$ cat config.mk
export PLATFORM = sky130hd
export DESIGN_NAME = i2csd_top
export DESIGN_NICKNAME = d
export VERILOG_FILES = /design/src/hw/i2csd_sync.v /design/src/hw/i2csd_top.v
export VERILOG_INCLUDE_DIRS = /design/src /design/src/hw
export SDC_FILE = /design/constraint.sdc
export NUM_CORES = 1
export LEC_CHECK = 0
export ABC_AREA = 1
export BUFFER_PORTS_ARGS = -buffer_cell sky130_fd_sc_hd__buf_2
export CAP_MARGIN = 20
export CORE_ASPECT_RATIO = 0.8
export CORE_UTILIZATION = 62
export CTS_CLUSTER_DIAMETER = 40
export CTS_CLUSTER_SIZE = 20
export DETAILED_ROUTE_END_ITERATION = 10
export HOLD_SLACK_MARGIN = 0.03
export PLACE_DENSITY_LB_ADDON = 0.08
export SLEW_MARGIN = 20
export SYNTH_ARGS = -nofsm -noshare
export SYNTH_HDL_FRONTEND = slang
export SYNTH_HIERARCHICAL = 1
export SYNTH_SLANG_ARGS = --single-unit
$ cat constraint.sdc
create_clock -name clock -period 4.46 [get_ports clock]
set_clock_uncertainty 0.1 [all_clocks]
set_input_delay 1.338 -clock clock [delete_from_list [all_inputs] [get_ports clock]]
set_output_delay 1.338 -clock clock [all_outputs]
set_load 0.05 [all_outputs]
$ cat src/hw/i2csd_regs.vh
// Summary of operation
// - The bus-busy status flag (bit 3) is set by any START seen on the lines and cleared by any STOP.
// - As master, losing arbitration to another master sets the arbitration-lost flag (bit 2).
// - After a transmitted byte the not-acknowledge flag takes the SDA level seen in the ack slot.
// - A not-acknowledged byte in master transmit mode never causes a STOP on its own.
// - The 8-bit data shift register holds the byte to send or the byte just received.
// - Bytes are shifted out and in most significant bit first, then through the ack slot.
// - At the end of each byte the interrupt flag is set and SCL is held low.
// - In transmit mode any write of the data shift register ends the SCL-low wait.
// - In receive mode a read of the data shift register ends the SCL-low wait.
// - The data shift register sits at special-function address DE hex and resets to zero.
`ifndef I2CSD_REGS_VH
`define I2CSD_REGS_VH

// Special-function addresses
`define I2CSD_DATA_ADDR 8'hDE
`define I2CSD_STATUS_ADDR 8'hDC

// Reset values
`define I2CSD_DATA_RST 8'h00
`define I2CSD_STATUS_RST 8'h00

// Status bit positions
`define I2CSD_ST_DONE 5
`define I2CSD_ST_TX 4
`define I2CSD_ST_BUSY 3
`define I2CSD_ST_LOST 2
`define I2CSD_ST_NACK 1
`define I2CSD_ST_SLAVE 0

// Timing: least SCL half period in ns, clock period in ns, cycles rounded up
`define I2CSD_CLK_NS 40
`define I2CSD_HALF_NS 600
`define I2CSD_HALF_CYC ((`I2CSD_HALF_NS + `I2CSD_CLK_NS - 1) / `I2CSD_CLK_NS)

`endif

$ cat src/hw/i2csd_sync.v
`timescale 1ns/1ns
// Three-stage pin synchroniser; the output moves only when stages two and three agree
module i2csd_sync
(
   input wire clock, // System clock
   input wire nrst, // Synchronous reset, active low
   input wire [1:0] pin_in, // Raw pins {scl, sda}
   output reg [1:0] level // Filtered levels {scl, sda}
);
   reg [1:0] stage1;
   reg [1:0] stage2;
   reg [1:0] stage3;

   // Idle bus is high, so every stage resets high
   always @(posedge clock)
   begin
      if (!nrst)
      begin
         stage1 <= 2'h3;
         stage2 <= 2'h3;
         stage3 <= 2'h3;
         level <= 2'h3;
      end
      else
      begin
         stage1 <= pin_in;
         stage2 <= stage1;
         stage3 <= stage2;
         if (stage2 == stage3)
         begin
            level <= stage3;
         end
      end
   end
endmodule

$ cat src/hw/i2csd_top.v
`timescale 1ns/1ns
`include "i2csd_regs.vh"
// Byte engine of the I2C controller: status flags, data shift register and bus wait
module i2csd_top
(
   input wire clock, // 25 MHz system clock
   input wire nrst, // Synchronous reset, active low
   input wire [7:0] sfr_addr, // Special-function address
   input wire sfr_wr, // Write strobe, one cycle
   input wire sfr_rd, // Read strobe, one cycle
   input wire [7:0] sfr_wdata, // Write data
   output reg [7:0] sfr_rdata, // Read data, valid the cycle after sfr_rd
   input wire master_start, // Pulse: begin a master transfer with START
   input wire stop_request_bit, // Level: master asks for a STOP during the wait
   input wire tx_mode, // Level: 1 transmit, 0 receive
   input wire ack_enable, // Level: drive ACK when receiving
   input wire scl_i, // SCL pin level
   output reg scl_o, // SCL output value, always low
   output reg scl_oe, // SCL pulled low while high
   input wire sda_i, // SDA pin level
   output reg sda_o, // SDA output value, always low
   output reg sda_oe // SDA pulled low while high
);
   localparam [2:0] S_IDLE = 3'h0;
   localparam [2:0] S_MSTART = 3'h1;
   localparam [2:0] S_XFER = 3'h2;
   localparam [2:0] S_HOLD = 3'h3;
   localparam [2:0] S_MSTOP = 3'h4;
   localparam integer HALF_INT = `I2CSD_HALF_CYC - 1;
   localparam [4:0] HALF_LAST = HALF_INT[4:0];

   reg [2:0] state;
   reg [4:0] tmr;
   reg [3:0] bit_cnt;
   reg [7:0] i2c_byte_shift;
   reg bus_in_use_flag, arbitration_lost_flag, nack_response_flag, slave_role_flag;
   reg byte_done_flag, master_act, scl_p, sda_p;
   wire [1:0] lvl;
   wire scl_f, sda_f, scl_rise, scl_fall, start_det, stop_det;
   wire data_wr, data_rd, stat_wr, half_done;

   // Address match, used for both strobes
   function sel;
      input [7:0] addr;
      input [7:0] want;
      begin
         sel = (addr == want);
      end
   endfunction
   i2csd_sync u_sync
   (
      .clock(clock),
      .nrst(nrst),
      .pin_in({scl_i, sda_i}),
      .level(lvl)
   );
   // Bus events from the filtered levels
   assign scl_f = lvl[1];
   assign sda_f = lvl[0];
   assign scl_rise = scl_f & ~scl_p;
   assign scl_fall = ~scl_f & scl_p;
   assign start_det = scl_f & scl_p & sda_p & ~sda_f;
   assign stop_det = scl_f & scl_p & ~sda_p & sda_f;
   assign data_wr = sfr_wr & sel(sfr_addr, `I2CSD_DATA_ADDR);
   assign data_rd = sfr_rd & sel(sfr_addr, `I2CSD_DATA_ADDR);
   assign stat_wr = sfr_wr & sel(sfr_addr, `I2CSD_STATUS_ADDR);
   assign half_done = (tmr == HALF_LAST);
   // Edge history
   always @(posedge clock)
   begin
      if (!nrst)
      begin
         scl_p <= 1'b1;
         sda_p <= 1'b1;
      end
      else
      begin
         scl_p <= scl_f;
         sda_p <= sda_f;
      end
   end
   // Bus busy follows START and STOP from any master
   always @(posedge clock)
   begin
      if (!nrst)
      begin
         bus_in_use_flag <= 1'b0;
      end
      else if (start_det)
      begin
         bus_in_use_flag <= 1'b1;
      end
      else if (stop_det)
      begin
         bus_in_use_flag <= 1'b0;
      end
   end
   // Registered read data; unmapped addresses read zero
   always @(posedge clock)
   begin
      if (!nrst)
      begin
         sfr_rdata <= 8'h00;
      end
      else if (sfr_rd)
      begin
         if (sel(sfr_addr, `I2CSD_DATA_ADDR))
         begin
            sfr_rdata <= i2c_byte_shift;
         end
         else if (sel(sfr_addr, `I2CSD_STATUS_ADDR))
         begin
            sfr_rdata <= {2'h0, byte_done_flag, tx_mode, bus_in_use_flag,
               arbitration_lost_flag, nack_response_flag, slave_role_flag};
         end
         else
         begin
            sfr_rdata <= 8'h00;
         end
      end
   end

   // Main byte engine; a STOP seen on the bus always returns to idle
   always @(posedge clock)
   begin
      if (!nrst)
      begin
         state <= S_IDLE;
         tmr <= 5'h00;
         bit_cnt <= 4'h0;
         i2c_byte_shift <= `I2CSD_DATA_RST;
         arbitration_lost_flag <= 1'b0;
         nack_response_flag <= 1'b0;
         slave_role_flag <= 1'b0;
         byte_done_flag <= 1'b0;
         master_act <= 1'b0;
         scl_o <= 1'b0;
         sda_o <= 1'b0;
         scl_oe <= 1'b0;
         sda_oe <= 1'b0;
      end
      else
      begin
         scl_o <= 1'b0;
         sda_o <= 1'b0;
         // Only the interrupt flag is writable; clear loses to a same-cycle set
         if (stat_wr && !sfr_wdata[`I2CSD_ST_DONE])
         begin
            byte_done_flag <= 1'b0;
         end
         // Firmware may load the byte only while nothing is shifting
         if (data_wr && state != S_XFER)
         begin
            i2c_byte_shift <= sfr_wdata;
         end
         if (stop_det)
         begin
            state <= S_IDLE;
            master_act <= 1'b0;
            slave_role_flag <= 1'b0;
            scl_oe <= 1'b0;
            sda_oe <= 1'b0;
         end
         else
         begin
            case (state)
               S_IDLE:
               begin
                  if (master_start && !bus_in_use_flag)
                  begin
                     state <= S_MSTART;
                     master_act <= 1'b1;
                     arbitration_lost_flag <= 1'b0;
                     sda_oe <= 1'b1;
                     tmr <= 5'h00;
                  end
                  else if (start_det)
                  begin
                     // Another master addressed the bus: follow it as slave
                     state <= S_XFER;
                     slave_role_flag <= 1'b1;
                     bit_cnt <= 4'h0;
                  end
               end
               S_MSTART:
               begin
                  tmr <= tmr + 5'h01;
                  if (half_done)
                  begin
                     state <= S_XFER;
                     scl_oe <= 1'b1;
                     tmr <= 5'h00;
                     bit_cnt <= 4'h0;
                     sda_oe <= tx_mode & ~i2c_byte_shift[7];
                  end
               end
               S_XFER:
               begin
                  // Master clock: low half, then high half after any stretching
                  if (master_act)
                  begin
                     if (scl_oe || scl_f)
                     begin
                        tmr <= half_done ? 5'h00 : tmr + 5'h01;
                     end
                     if (half_done && scl_oe)
                     begin
                        scl_oe <= 1'b0;
                     end
                     else if (half_done && scl_f)
                     begin
                        scl_oe <= 1'b1;
                     end
                  end
                  if (scl_rise && bit_cnt < 4'h8)
                  begin
                     // Readback doubles as the arbitration check
                     i2c_byte_shift <= {i2c_byte_shift[6:0], sda_f};
                     bit_cnt <= bit_cnt + 4'h1;
                     if (master_act && tx_mode && !sda_oe && !sda_f)
                     begin
                        arbitration_lost_flag <= 1'b1;
                        byte_done_flag <= 1'b1;
                        master_act <= 1'b0;
                        scl_oe <= 1'b0;
                        state <= S_IDLE;
                     end
                  end
                  else if (scl_rise)
                  begin
                     if (tx_mode)
                     begin
                        nack_response_flag <= sda_f;
                     end
                     bit_cnt <= 4'h9;
                  end
                  else if (scl_fall && bit_cnt == 4'h9)
                  begin
                     // Byte over: flag it and hold SCL low; no automatic STOP
                     byte_done_flag <= 1'b1;
                     scl_oe <= 1'b1;
                     sda_oe <= 1'b0;
                     state <= S_HOLD;
                     bit_cnt <= 4'h0;
                  end
                  else if (scl_fall && bit_cnt == 4'h8)
                  begin
                     sda_oe <= ~tx_mode & ack_enable;
                  end
                  else if (scl_fall)
                  begin
                     sda_oe <= tx_mode & ~i2c_byte_shift[7];
                  end
               end
               S_HOLD:
               begin
                  tmr <= 5'h00;
                  if (master_act && stop_request_bit)
                  begin
                     state <= S_MSTOP;
                     sda_oe <= 1'b1;
                  end
                  else if ((tx_mode && data_wr) || (!tx_mode && data_rd))
                  begin
                     state <= S_XFER;
                     scl_oe <= master_act;
                     sda_oe <= tx_mode & data_wr & ~sfr_wdata[7];
                  end
               end
               S_MSTOP:
               begin
                  // Low half with SDA low, release SCL, then release SDA
                  if (scl_oe || scl_f)
                  begin
                     tmr <= tmr + 5'h01;
                  end
                  if (half_done && scl_oe)
                  begin
                     scl_oe <= 1'b0;
                     tmr <= 5'h00;
                  end
                  else if (half_done && scl_f)
                  begin
                     sda_oe <= 1'b0;
                     master_act <= 1'b0;
                     state <= S_IDLE;
                  end
               end
               default:
               begin
                  state <= S_IDLE;
               end
            endcase
         end
      end
   end
endmodule

## After elaboration in Yosys (flattened, before gate mapping)

Cells that the tools add are included.

- Register bits after elaboration: 46
- Word-level logic and storage cells: 191

- $add $sub $neg: 2
- Magnitude comparators: 1
- Equality and inequality tests: 34
- Muxes and demuxes: 72
- Bitwise logic cells: 25
- Reductions and logical operators: 38

Operators by type and width:

| operator | number |
|---|---|
| 8-bit 2-to-1 mux | 5 |
| 1-bit 2-to-1 mux | 36 |
| 3-bit 2-to-1 mux | 11 |
| 5-bit 2-to-1 mux | 6 |
| 2-bit inequality test (second input constant) | 15 |
| 5-bit one-hot mux with 5 select lines | 1 |
| 4-bit 2-to-1 mux | 6 |
| 3-bit inequality test (second input constant) | 6 |
| 6-bit AND reduction | 3 |
| 8-bit == test (second input constant) | 2 |
| 3-bit one-hot mux with 5 select lines | 1 |
| 5-bit AND reduction | 3 |
| 1-bit bitwise AND | 14 |
| 1-bit logical AND | 14 |
| 4-bit one-hot mux with 3 select lines | 1 |
| 1-bit NOT | 11 |
| 9-bit AND reduction | 1 |
| 4-bit == test (second input constant) | 2 |
| 4-bit inequality test (second input constant) | 2 |
| 8-bit AND reduction | 1 |
| 3-bit by 2-bit == test with 1-bit output (second input constant) | 2 |
| 6-bit 2-to-1 mux | 1 |
| 3-bit nonzero test | 2 |
| 5-bit by 1-bit adder with 5-bit output (second input constant) | 1 |
| 19 further kinds | 25 |

## Logic depth before layout (Yosys ltp)

Gate-level depths: netlist of run 1.

- Depth after elaboration: 9
- Mapped depth: 12
- Mapped depth without buffers: 12

## By module

Netlist of run 1, hierarchy kept.

Modules (own cells, without submodules):

| module | times used | cells an instance | area an instance (um^2) |
|---|---|---|---|
| i2csd_top | 1 | 386 | 2,459.9 |
| i2csd_sync | 1 | 33 | 272.8 |

## Worst setup path after synthesis of run 1

No wires, ideal clock.

- Kind: input to register
- Start: input port sfr_addr[5]
- End: register i2c_byte_shift[2]
- Library setup time: 0.113 ns
- Arrival: 2.282 ns
- Data required time: 4.247 ns
- Path slack: 1.965 ns
- Stages: 10
- Path buffers: 1
- Cell sequence: inv_1 -> nand2_1 -> nor2_4 -> nand2_2 -> nor2_4 -> nand2_2 -> buf_6 -> o21a_1 -> o21ai_1 -> inv_1

- Word-level cells in the longest chain between the ends: 7

Ends and longest elaborated chain:

| what | line | source |
|---|---|---|
| from (decl) | i2csd_top.v:8 | `input wire [7:0] sfr_addr,` |
| 8-bit == test * | i2csd_top.v:47 | `sel = (addr == want);` |
| 1-bit bitwise AND * | i2csd_top.v:64 | `` assign data_wr = sfr_wr & sel(sfr_addr, `I2CSD_DATA_ADDR); `` |
| 1-bit logical AND * | i2csd_top.v:152 | `if (data_wr && state != S_XFER)` |
| 8-bit 2-to-1 mux * | i2csd_top.v:152 |  |
| 8-bit 2-to-1 mux | i2csd_top.v:215 | `if (scl_rise && bit_cnt < 4'h8)` |
| 8-bit 2-to-1 mux | i2csd_top.v:166 | `case (state)` |
| 8-bit 2-to-1 mux * | i2csd_top.v:156 | `if (stop_det)` |
| to (signal assigned) | i2csd_top.v:131 | `` i2c_byte_shift <= `I2CSD_DATA_RST; `` |
| to (signal assigned) | i2csd_top.v:154 | `i2c_byte_shift <= sfr_wdata;` |
| to (signal assigned) | i2csd_top.v:218 | `i2c_byte_shift <= {i2c_byte_shift[6:0], sda_f};` |
| to (decl) | i2csd_top.v:35 | `reg [7:0] i2c_byte_shift;` |

Every way passes the cells marked *; elsewhere a longest branch is shown, timed or not.
A chain may end at the register's enable or synchronous reset.

==> results summary, run 1 <==
The flow ran to the end, and the final reports show no timing, DRC or antenna violations. The end-of-flow core utilization is 0.717. The number of DRC markers in iteration 0 came out at 243.

Buffers added to address setup during post-CTS repair amount to 0. For this design, the slowest cell found on the critical path is sky130_fd_sc_hd__nor2_1. The final-report max-slew violation count is 0. The simple-gate share of the synthesized area is 0.409.

The min-delay analysis places its worst path in the category flip-flop to flip-flop. STA classifies the critical path endpoint as a flip-flop. The number of vias in the routed layout came out at approximately 2.7k. In the synthesized netlist, the number of instances is 419. The synthesized design spends more area on one cell type than any other, namely sky130_fd_sc_hd__dfxtp_1. In the final layout, the share of cells above drive strength 1 is 0.174. The power density normalized to cell area came out at 411 nW/µm². For this run, design rule violations remaining after detail routing come to 0. By area the synthesized netlist is led by sky130_fd_sc_hd__dfxtp_1 34%, sky130_fd_sc_hd__nand2_1 16%, sky130_fd_sc_hd__nand3_1 7.9%, sky130_fd_sc_hd__inv_1 7.8%, sky130_fd_sc_hd__nor2_1 5.4%. The synthesis-to-finish area growth is 10.3%. The average instance in the mapped netlist occupies 6.52 µm².

The wire length of the first global-routing pass came out at about 10,000 µm. The half-perimeter wire length after placement came out at around 4800 µm. Using the TritonRoute via totals, the vias-per-cell ratio works out to 5.28. The worst setup path is launched from an input port. After routing, the total negative slack on setup checks comes to 0 ns. Power comes to around 1.2 mW. The hold-fix buffer count after cts came out at 0. The number of search-and-repair iterations in the first detailed-routing pass came out at 5. The share of the Yosys chip area taken by registers is 0.337. The data required time at the worst endpoint is 4.59 ns.

Of the total synthesized cell area, the portion taken by full adders, half adders and majority gates is 0.0229. By count the netlist is led by 113 x sky130_fd_sc_hd__nand2_1, 57 x sky130_fd_sc_hd__inv_1, 46 x sky130_fd_sc_hd__dfxtp_1, 43 x sky130_fd_sc_hd__nand3_1, 39 x sky130_fd_sc_hd__nor2_1. The number of port buffers came out at 35. The reported max-cap violation count is 0. The die area is 4680 µm². For this run, the leading register cell type out of synthesis is sky130_fd_sc_hd__dfxtp_1. The die height is 61.4 µm. The tightest hold margin is 0.311 ns. The post-cts repair resize count came out at 0. The final weighted congestion of routability-driven global placement is between 0.8 and 0.9. The post-route minimum period is ~2.6 ns. The count of unique library cells instantiated by Yosys came out at 33. The number of buffers between clock root and the deepest sink came out at 2. The maximum number of pins on one net before global-route repair is 24. Setup repair after global routing left no endpoint under its margin. The final design instance area without fill came out at 3010 µm². The routed wire length is 6210 µm. In this run the static leakage power is roughly 1.6 nW. Setup violations remaining at the end of the flow were counted as 0. TritonCTS built the clock tree.

The largest driver fanout on the critical path came out at 23. The critical path's top delay family is buffers and inverters. The worst pin sits at a relative slew slack of 0.519. The post-synthesis async set-or-reset flop share came out at 0. The Yosys warning count is 6. The sequential cell fraction of total power is 0.394. The design internal power is ~0.71 mW.

Across every metal layer, demand over resource in global routing totals 0.276. The fraction of synthesized area in multiplexers came out at 0. Of the post-synthesis cell area, the dominant cell type holds 0.337. Clock-pin slew was measured on the worst setup and hold paths at 0.09 ns.

The critical path goes through buf_2 -> inv_1 -> nor2_1 -> inv_1 -> o22ai_1. The number of buffers and inverters on the critical path is 3. The count of flip-flops with a built-in enable after synthesis came out at 0. After floorplanning, the core was divided into 21 placement rows. The number of nets at the end of the flow came out at 484. The highest attainable clock frequency is 383 MHz.

The number of buffers created by CTS came out at 5. The number of diodes came out at 0. The post-synth design cell area is 2730 µm². The number of nets still failing antenna checks after routing is 0. After synthesis, the largest family of logic cells by area is simple AND/OR/NAND/NOR gates. The share of total power dissipated in the clock network is 0.203.

The area of the core region came out at 4200 µm². The compound-gate portion of the synthesized area is 0.104. The placed standard-cell area came out at 2920 µm².

In the finished design, the share of the clock period the worst path needs comes to 0.586. For this run, the slowest stage of the critical path takes approximately 0.46 ns. The maximum vdd drop is approximately 0.24 mV. In this design, the critical path's most frequently occurring cell is sky130_fd_sc_hd__inv_1. The area share of xor/xnor cells in the synthesized design came out at 0.0128. The top-level port count is 38. The flip-flop and latch count after synthesis came out at 46. The number of global-route vias before repair came to 2,197. Yosys instantiated no cell more often than sky130_fd_sc_hd__nand2_1. The depth of the CTS H-tree is 2. The remaining global-route overflow is 0. The data arrival time of the critical path came out at 2.74 ns. The master cell of the clock root buffer is sky130_fd_sc_hd__clkbuf_8. The final number of hold-violating endpoints is 0.

Of the total power, combinational logic draws 0.403. The critical path start-end classification is input port to flip-flop. The per-cell routed wire length came out at ~12 µm.

For the worst-skew pair, the clock arrives at the later sink with an insertion delay of 0.30 ns. The switching power of the nets is 0.529 mW. The slew at the pin with the worst max-slew slack is between 0.7 and 0.8 ns.

The initial antenna violation count came out at 0. The die span in x came out at roughly 76 µm. The switching power as a share of total power is 0.428. The initial utilization of the core area, before any placement, comes to 0.650. The TritonCTS sink count came out at 46.
-- layout by cell type, fill, tap and decap left out, drive strengths merged --
cell,count
nand3b,1
clkinv,4
o31ai,1
o21ai,16
nor3,2
or2,4
dfxtp,46
buf,35
ha,5
clkinvlp,1
nand4,7
nor2,52
a211o,1
inv,64
nand3,48
o211ai,2
xor2,4
nand2,122
conb,2
a21oi,28
clkbuf,5
o22ai,1
o21a,3
-- routing by layer --
| layer | vias up | part of all wire | global-route usage | wire, µm |
|---|---|---|---|---|
| li1 | 1384 | - | - | - |
| met1 | 1188 | 0.47 | 0.389 | 2930 |
| met2 | 118 | 0.43 | 0.440 | 2680 |
| met3 | 9 | 0.086 | 0.0474 | 535 |
| met4 | 0 | 0.012 | 0.0852 | 73 |
| met5 | - | 0 | 0 | 0 |
-- cells by family (layout without fill, tap and decap cells) --
| kind of cell | after synthesis | after routing |
|---|---|---|
| other | 1 | 2 |
| adder cells (fa/ha/maj) | 5 | 5 |
| XOR/XNOR | 4 | 4 |
| flip-flops | 46 | 46 |
| AO/OA/AOI/OAI | 52 | 52 |
| AND/OR/NAND/NOR | 236 | 236 |
| buffers and inverters | 75 | 109 |
-- final timing paths --
path                            slack [ns]                         from                           end  cells after the start
worst min-delay path                  0.31  u_sync/stage1[0]$_SDFF_PN1_   u_sync/stage2[0]$_SDFF_PN1_                      1
worst max-delay path                  1.85                         nrst  bus_in_use_flag$_SDFFE_PN0P_                      5
worst min register to register        0.31  u_sync/stage1[0]$_SDFF_PN1_   u_sync/stage2[0]$_SDFF_PN1_                      1
worst max register to register        2.76          tmr[0]$_SDFFE_PN0P_           tmr[0]$_SDFFE_PN0P_                      9
-- registers in the layout, indices dropped and copies added (netlist names), 2 cells and up --
| name | cells |
|---|---|
| bit_cnt | 4 |
| i2c_byte_shift | 8 |
| sfr_rdata | 8 |
| state | 3 |
| tmr | 5 |
| u_sync/level | 2 |
| u_sync/stage1 | 2 |
| u_sync/stage2 | 2 |
| u_sync/stage3 | 2 |
-- worst reg2reg max path, delay by kind of cell (launching register included) --
kind,cells,cell delay [ns]
AOI/OAI and AO/OA,3,0.43
adders and majority gates,1,0.16
buffers and inverters,1,0.09
DFF,1,0.33
and+or+nand+nor,4,0.48
-- power by group through the flow --
stage | Combinational [mW] | Sequential, mW | Clock (mW)
after floorplan | 0.366 | 0.512 | 0
after global placement | 0.477 | 0.496 | 0
after detailed placement | 0.488 | 0.497 | 0
after CTS | 0.490 | 0.487 | 0.259
after global routing | 0.560 | 0.493 | 0.275
final | 0.499 | 0.488 | 0.251
-- metrics by stage --
step / std cells / setup WS (ns)
floorplan: 420 / 1.97
global placement: 503 / 1.61
detailed placement: 503 / 1.57
CTS: 511 / 1.88
global route: 511 / 1.69
finish: 511 / 1.85
-- final cells by class --
type,count,area [µm²]
Clock inverter,3,21.3
Tap cell,57,71.3
Clock buffer,5,68.8
Fill cell,377,1190
Multi-Input combinational cell,299,1510
Timing Repair Buffer,35,175
Sequential cell,46,921
Inverter,66,248
Note: power is estimated with default switching activity, not from simulation.
==> run 2, diff against run 1 <==
- CORE_UTILIZATION: 62 -> 52
- clock period: 4.46 -> 2.25 ns (I/O delays scaled with it)
==> run 2 against run 1 <==
Net effect: sequential share of layout area is 0.51 points lower; register-to-register slack worse by 2.2 ns; combinational power is 97% higher; sequential power is 97% higher; largest cell class unchanged; highest routed layer unchanged.
==> results summary, run 2 (synthesis results as in run 1) <==
The run finished with clean final reports. The reg-to-reg critical path endpoint is sda_oe$_SDFFE_PP0P_. The number of placed instances, taps included, is a little over 500. The initial antenna violation count came out at 0. The final design instance area without fill came out at 3060 µm². During placement, the flow inserted port buffers numbering 35.

The highest attainable clock frequency came out at 558 MHz. At the end of the flow the core is filled with cells to 0.608. The number of nets still failing antenna checks after routing is 0.

The remaining global-route overflow is 0. The largest registers in the layout are i2c_byte_shift (8), sfr_rdata (8), tmr (5). Entering global routing, the biggest net connects 23 pins. The amount of wire on met2 after detailed routing is 2560 µm. In this run the worst path has a maximum fanout of 5. The global-route usage over all layers came out at 0.237. The initial utilization of the core area, before any placement, comes to 0.543. For this run, design rule violations remaining after detail routing come to 0. The floorplan has 23 rows. The largest individual stage delay along the critical path comes from the cell sky130_fd_sc_hd__dfxtp_1.

STA classifies the critical path endpoint as a primary output. The die covers roughly 5600 µm². Among cell families on the critical path, the largest total delay comes from flip-flops. The highest metal layer carrying signal wires in the routed design is met4.

The number of search-and-repair iterations in the first detailed-routing pass came out at 4. The TritonCTS sink count is 46. The worst-case register-to-register setup slack is 0.58 ns. The data arrival time of the critical path came out at 1.02 ns. The synthesis-to-finish area growth came out at 12.1%. The area used by sequential logic in the layout came out at 921 µm². The maximum vdd drop came out at between 0.5 and 0.6 mV. The master cell of the clock root buffer is sky130_fd_sc_hd__clkbuf_8. The clock-pin slew on the worst setup and hold paths is 0.08 ns. The die span in x is approximately 83 µm. Leaving out fill and tap cells, the most frequent cells in the layout are 113 x sky130_fd_sc_hd__nand2_1, 57 x sky130_fd_sc_hd__inv_1, 46 x sky130_fd_sc_hd__dfxtp_1.

The die is 66.8 µm tall. Walking the worst path, the cells encountered are buf_2. The post-cts repair resize count came out at 0. The final count of negative-setup-slack endpoints is 0. The number of global-route vias before repair is between 2k and 2.5k.

The worst stage delay on the critical path is approximately 0.43 ns. After detailed routing, the total wire length is 6330 µm. The wire length of the first global-routing pass came out at 10,400 µm. The data required time at the worst endpoint came out at 1.47 ns. Setup repair after global routing left no endpoint under its margin. The buffering stage count on the worst path with inverters included is 1.

The final-report max-slew violation count is 0. The category of the worst setup path launch point is a flip-flop. The critical path start-end classification is flip-flop to primary output. The multi-input combinational cells in the finished layout cover a total of about 1500 µm². The final number of hold-violating endpoints came to 0.

The insertion delay of the later-clocked pin in the worst-skew pair came out at 0.29 ns. Setup total negative slack on the finished layout was measured at 0 ns. After legalization and detailed placement, the total HPWL measured 4890 µm. The count of fill cells added during filler insertion came out at 498. Of the available clock period, the critical path in the final layout requires 0.797. The number of diodes is 0. The met1 routed wirelength after detailed routing is ~3300 µm.

The hold-fix buffer count after cts is 0. The startpoint identified for the worst hold timing path is u_sync/stage1[1]$_SDFF_PN1_. The worst register-to-register path has a depth of 8.

The worst register-to-register path begins at state[1]$_SDFFE_PP0P_. The tightest hold margin came out at 0.311 ns. The post-route minimum period is 1.79 ns. The post-layout total power came out at 2.57 mW.

The met3 layer wire length in the routed design is 391 µm. The leakage power figure came out at 1.64 nW. The reported max-cap violation count came out at 0.

The path with the worst hold slack has its endpoint at u_sync/stage2[1]$_SDFF_PN1_. The power density normalized to cell area came out at 839 nW/µm². The number of DRC markers in iteration 0 came out at 267. The worst hold path belongs to the class flip-flop to flip-flop. The per-cell routed wire length is 12.2 µm. The final weighted congestion of routability-driven global placement came out at 0.894. The number of standard cells in the final layout excluding fillers came out at between 500 and 600.

The worst setup slack after layout is 0.458 ns. The area of the core region is 5040 µm². The depth of the CTS H-tree is 2. The CTS tree is built.

The number of buffers created by CTS came out at 5. The number of buffers inserted by post-CTS setup repair came out at 0. The library cell used most frequently in the layout, excluding fill and tap cells, is sky130_fd_sc_hd__nand2_1. The number of buffers between clock root and the deepest sink came out at 2.

Counting instances, the worst hold path has a depth of 1. Prior to clock tree synthesis, the placed netlist has a worst setup slack of approximately 0.28 ns. The net count of the finished layout is 487. The placed standard-cell area came out at 2950 µm². The top-level port count came out at 38. The layout cell share with drive strength beyond 1 is 0.178. The number of vias in the routed layout is 2,587.

After detailed routing, the number of vias per cell comes to 4.99.
[run 2: cell count changes in the layout (fill, tap and decap cells not counted), sizes merged]
cell      before  now
buf           35   38
clkinv         4    2
bufinv         0    1
clkbuf         5    6
clkinvlp       1    0
[run 2: final cells by class]
type	instances	area share
Clock buffer	6	0.0269
Clock inverter	1	0.00980
Inverter	66	0.0808
Multi-Input combinational cell	299	0.492
Sequential cell	46	0.301
Tap cell	62	0.0253
Timing Repair Buffer	38	0.0645
[run 2: power by group]
group / total, mW / switching, mW / leakage [nW] / internal [mW]
registers: 0.963 / 0.0814 / 0.374 / 0.881
logic: 0.984 / 0.676 / 1.21 / 0.308
clock network: 0.623 / 0.268 / 0.0573 / 0.356
total: 2.57 / 1.03 / 1.64 / 1.54
[run 2: worst max-delay path by stage]
stage                                       startpoint                           end  slack (ns)  cells past startpoint
after floorplan                            sfr_addr[5]  i2c_byte_shift[2]$_SDFF_PN0_        0.42                     10
after global placement                     sfr_addr[5]  i2c_byte_shift[2]$_SDFF_PN0_        0.32                     10
after detailed placement                   sfr_addr[5]  i2c_byte_shift[4]$_SDFF_PN0_        0.28                     10
after CTS                          scl_oe$_SDFFE_PP0P_                        scl_oe        0.45                      1
after global routing      u_sync/level[1]$_SDFFE_PN1N_  bus_in_use_flag$_SDFFE_PN0P_        0.38                      7
final                              scl_oe$_SDFFE_PP0P_                        scl_oe        0.46                      1
[run 2: metal layers]
metal	global-route usage	vias to the layer above
met5	0	-
met1	0.353	1127
li1	-	1388
met2	0.355	67
met4	0.0453	0
met3	0.0409	5
==> run 3, diff against run 2 <==
- CORE_UTILIZATION: 52 -> 57
- clock period: 2.25 -> 1.8 ns (I/O delays scaled with it)
==> run 3 against run 2 <==
Net effect: critical path depth unchanged; total power increased by 23%; cell area increased by 3.4%; setup slack got worse by 0.38 ns; first-iteration DRC count decreased by 9.0%; final cell count increased by 2.5%; clock power decreased by 3%; non-clock buffer count increased by 14; critical path type unchanged; largest cell class unchanged.
==> results summary, run 3 (synthesis results as in run 1) <==
The run finished with clean final reports. The number of nets still failing antenna checks after routing is 0. The final number of hold-violating endpoints is 0.

For this design, the slowest cell found on the critical path is sky130_fd_sc_hd__dfxtp_1. The number of DRC markers in iteration 0 is ~240. The per-cell routed wire length came out at 12.5 µm. Compared with the post-synthesis result, the final layout area differs by 15.9%.

The number of buffers and inverters on the critical path is 1. In the final layout, the multi-input gates occupy between 1500 and 2000 µm². The worst stage delay on the critical path came out at 0.47 ns. The number of DRC violations after detailed routing came out at 0. For this run, the detailed router's first-pass iteration total came to 5. Clock tree synthesis inserted a total of 5 buffers. The floorplan step defined a die boundary enclosing 5080 µm². The die span in x came out at 79.4 µm. The clock-pin slew on the worst setup and hold paths is 0.08 ns. The highest attainable clock frequency is between 500 and 600 MHz. In the layout the commonest cells are 112 x sky130_fd_sc_hd__nand2_1, 56 x sky130_fd_sc_hd__inv_1, 45 x sky130_fd_sc_hd__dfxtp_1. The die height came out at 63.9 µm.

The worst setup slack after layout is 0.0793 ns. STA classifies the critical path startpoint as a flip-flop. The placed standard-cell area is 3040 µm². Of the total power, the clock network draws 0.190.

The maximum number of pins on one net before global-route repair is 19. Including well taps, the total number of placed cells is 521. After detailed routing, the total wire length is 6610 µm. Leaving out fill and tap cells, the most frequent cell in the layout is sky130_fd_sc_hd__nand2_1.

The data required time at the worst endpoint came out at 1.16 ns. The share of total power dissipated in sequential elements is 0.384. The signal on the critical path passes through buf_2. In the routed layout, each cell is associated on average with a via count of 5.15. The number of global-route vias before repair is approximately 2.4k. The worst setup path is captured at a primary output. The initial antenna violation count came out at 0. The wire length of the first global-routing pass came out at 10,900 µm. The floorplan row count came out at 22.

The final design instance area without fill is 3170 µm². The CTS tree is built. The starting density of the core came out at 0.594. The post-place setup slack came out at -0.0200 ns. Along the worst path, the maximum fanout reaches 5.

The worst hold path belongs to the class flip-flop to flip-flop. The final clock period utilization by the worst path came out at 0.956. Across the run, the number of max-cap violations was 0. The half-perimeter wire length after placement came out at 5110 µm. Of the total power, the share spent switching nets is 0.425.

Registers take 922 µm². The leakage power figure is 1.71 nW. The TritonCTS sink count came out at 46. The count of fill cells added during filler insertion is 443. In this run the power density over the cells is 1000 nW/µm². The number of diodes is 0. The end-of-flow core utilization is 0.689. Setup violations remaining at the end of the flow were counted as 0. The master cell of the clock root buffer is sky130_fd_sc_hd__clkbuf_8. The data arrival time of the critical path came out at ~1.1 ns. The layout cell share with drive strength beyond 1 came out at 0.214.

The number of buffers between clock root and the deepest sink came out at 2. The worst setup path is of the flip-flop to primary output kind. Of the total power, combinational logic draws 0.426. The internal portion of the total power is 1.82 mW. The tightest hold margin came out at 0.321 ns. The largest registers in the layout are i2c_byte_shift (8), sfr_rdata (8), tmr (5). The routed design could run at a clock period as short as 1.72 ns.

The number of vias in the routed layout is between 2k and 3k. The remaining global-route overflow is 0. The area of the core region is 4600 µm².

Across every metal layer, demand over resource in global routing totals 0.279. Leaving out filler cells and counting taps, the final layout contains between 500 and 600. The switching power of the nets came out at 1.35 mW. The number of nets at the end of the flow came out at 502.

The insertion delay of the later-clocked pin in the worst-skew pair is 0.29 ns. For this design the top-level I/O count stands at 38. The final weighted congestion of routability-driven global placement came out at 0.964. The maximum vdd drop is 0.671 mV.

The final-report max-slew violation count came to 0. In this design, the largest share of critical-path delay is due to flip-flops. The number of port buffers came out at 35. The depth of the CTS H-tree is 2.
## run 3: worst paths after layout
kind,start,to,slack (ns),cells after the start
min,u_sync/stage1[0]$_SDFF_PN1_,u_sync/stage2[0]$_SDFF_PN1_,0.32,1
max,scl_oe$_SDFFE_PP0P_,scl_oe,0.08,1
max reg2reg,tmr[0]$_SDFFE_PN0P_,sda_oe$_SDFFE_PP0P_,0.10,11
min reg2reg,u_sync/stage1[0]$_SDFF_PN1_,u_sync/stage2[0]$_SDFF_PN1_,0.32,1
## run 3: per-layer routing
metal / vias to the layer above / routed length, µm / GRT usage
li1: 1421 / - / -
met1: 1218 / 3460 / 0.425
met2: 88 / 2670 / 0.405
met3: 7 / 423 / 0.0457
met4: 0 / 61 / 0.0682
met5: - / 0 / 0
## run 3: layout make-up
class / count / share of cell area
multi-input combinational: 300 / 0.487
sequential: 46 / 0.291
timing repair buffer: 52 / 0.0956
inverter: 66 / 0.0782
tap: 60 / 0.0237
clock buffer: 5 / 0.0217
clock inverter: 2 / 0.00316
## run 3: repair_timing
action,CTS,global route
hold buffers,0,0
endpoints found under the setup margin,0,8
endpoints found under the hold margin,0,0
setup buffers,0,2
resized for setup,0,8
## run 3: power by group through the flow
| stage | logic, mW | clock network [mW] | registers (mW) |
|---|---|---|---|
| after global placement | 1.26 | 0 | 1.22 |
| after global routing | 1.50 | 0.656 | 1.23 |
| final | 1.35 | 0.604 | 1.22 |
| after CTS | 1.28 | 0.604 | 1.20 |
| after detailed placement | 1.27 | 0 | 1.23 |
| after floorplan | 0.907 | 0 | 1.27 |
## run 3: stage by stage
step	TNS [ns]	power, mW
after floorplan	0	2.17
after CTS	0	3.09
after global routing	-0.00558	3.38
final	0	3.17
after detailed placement	-0.0501	2.50
after global placement	0	2.49
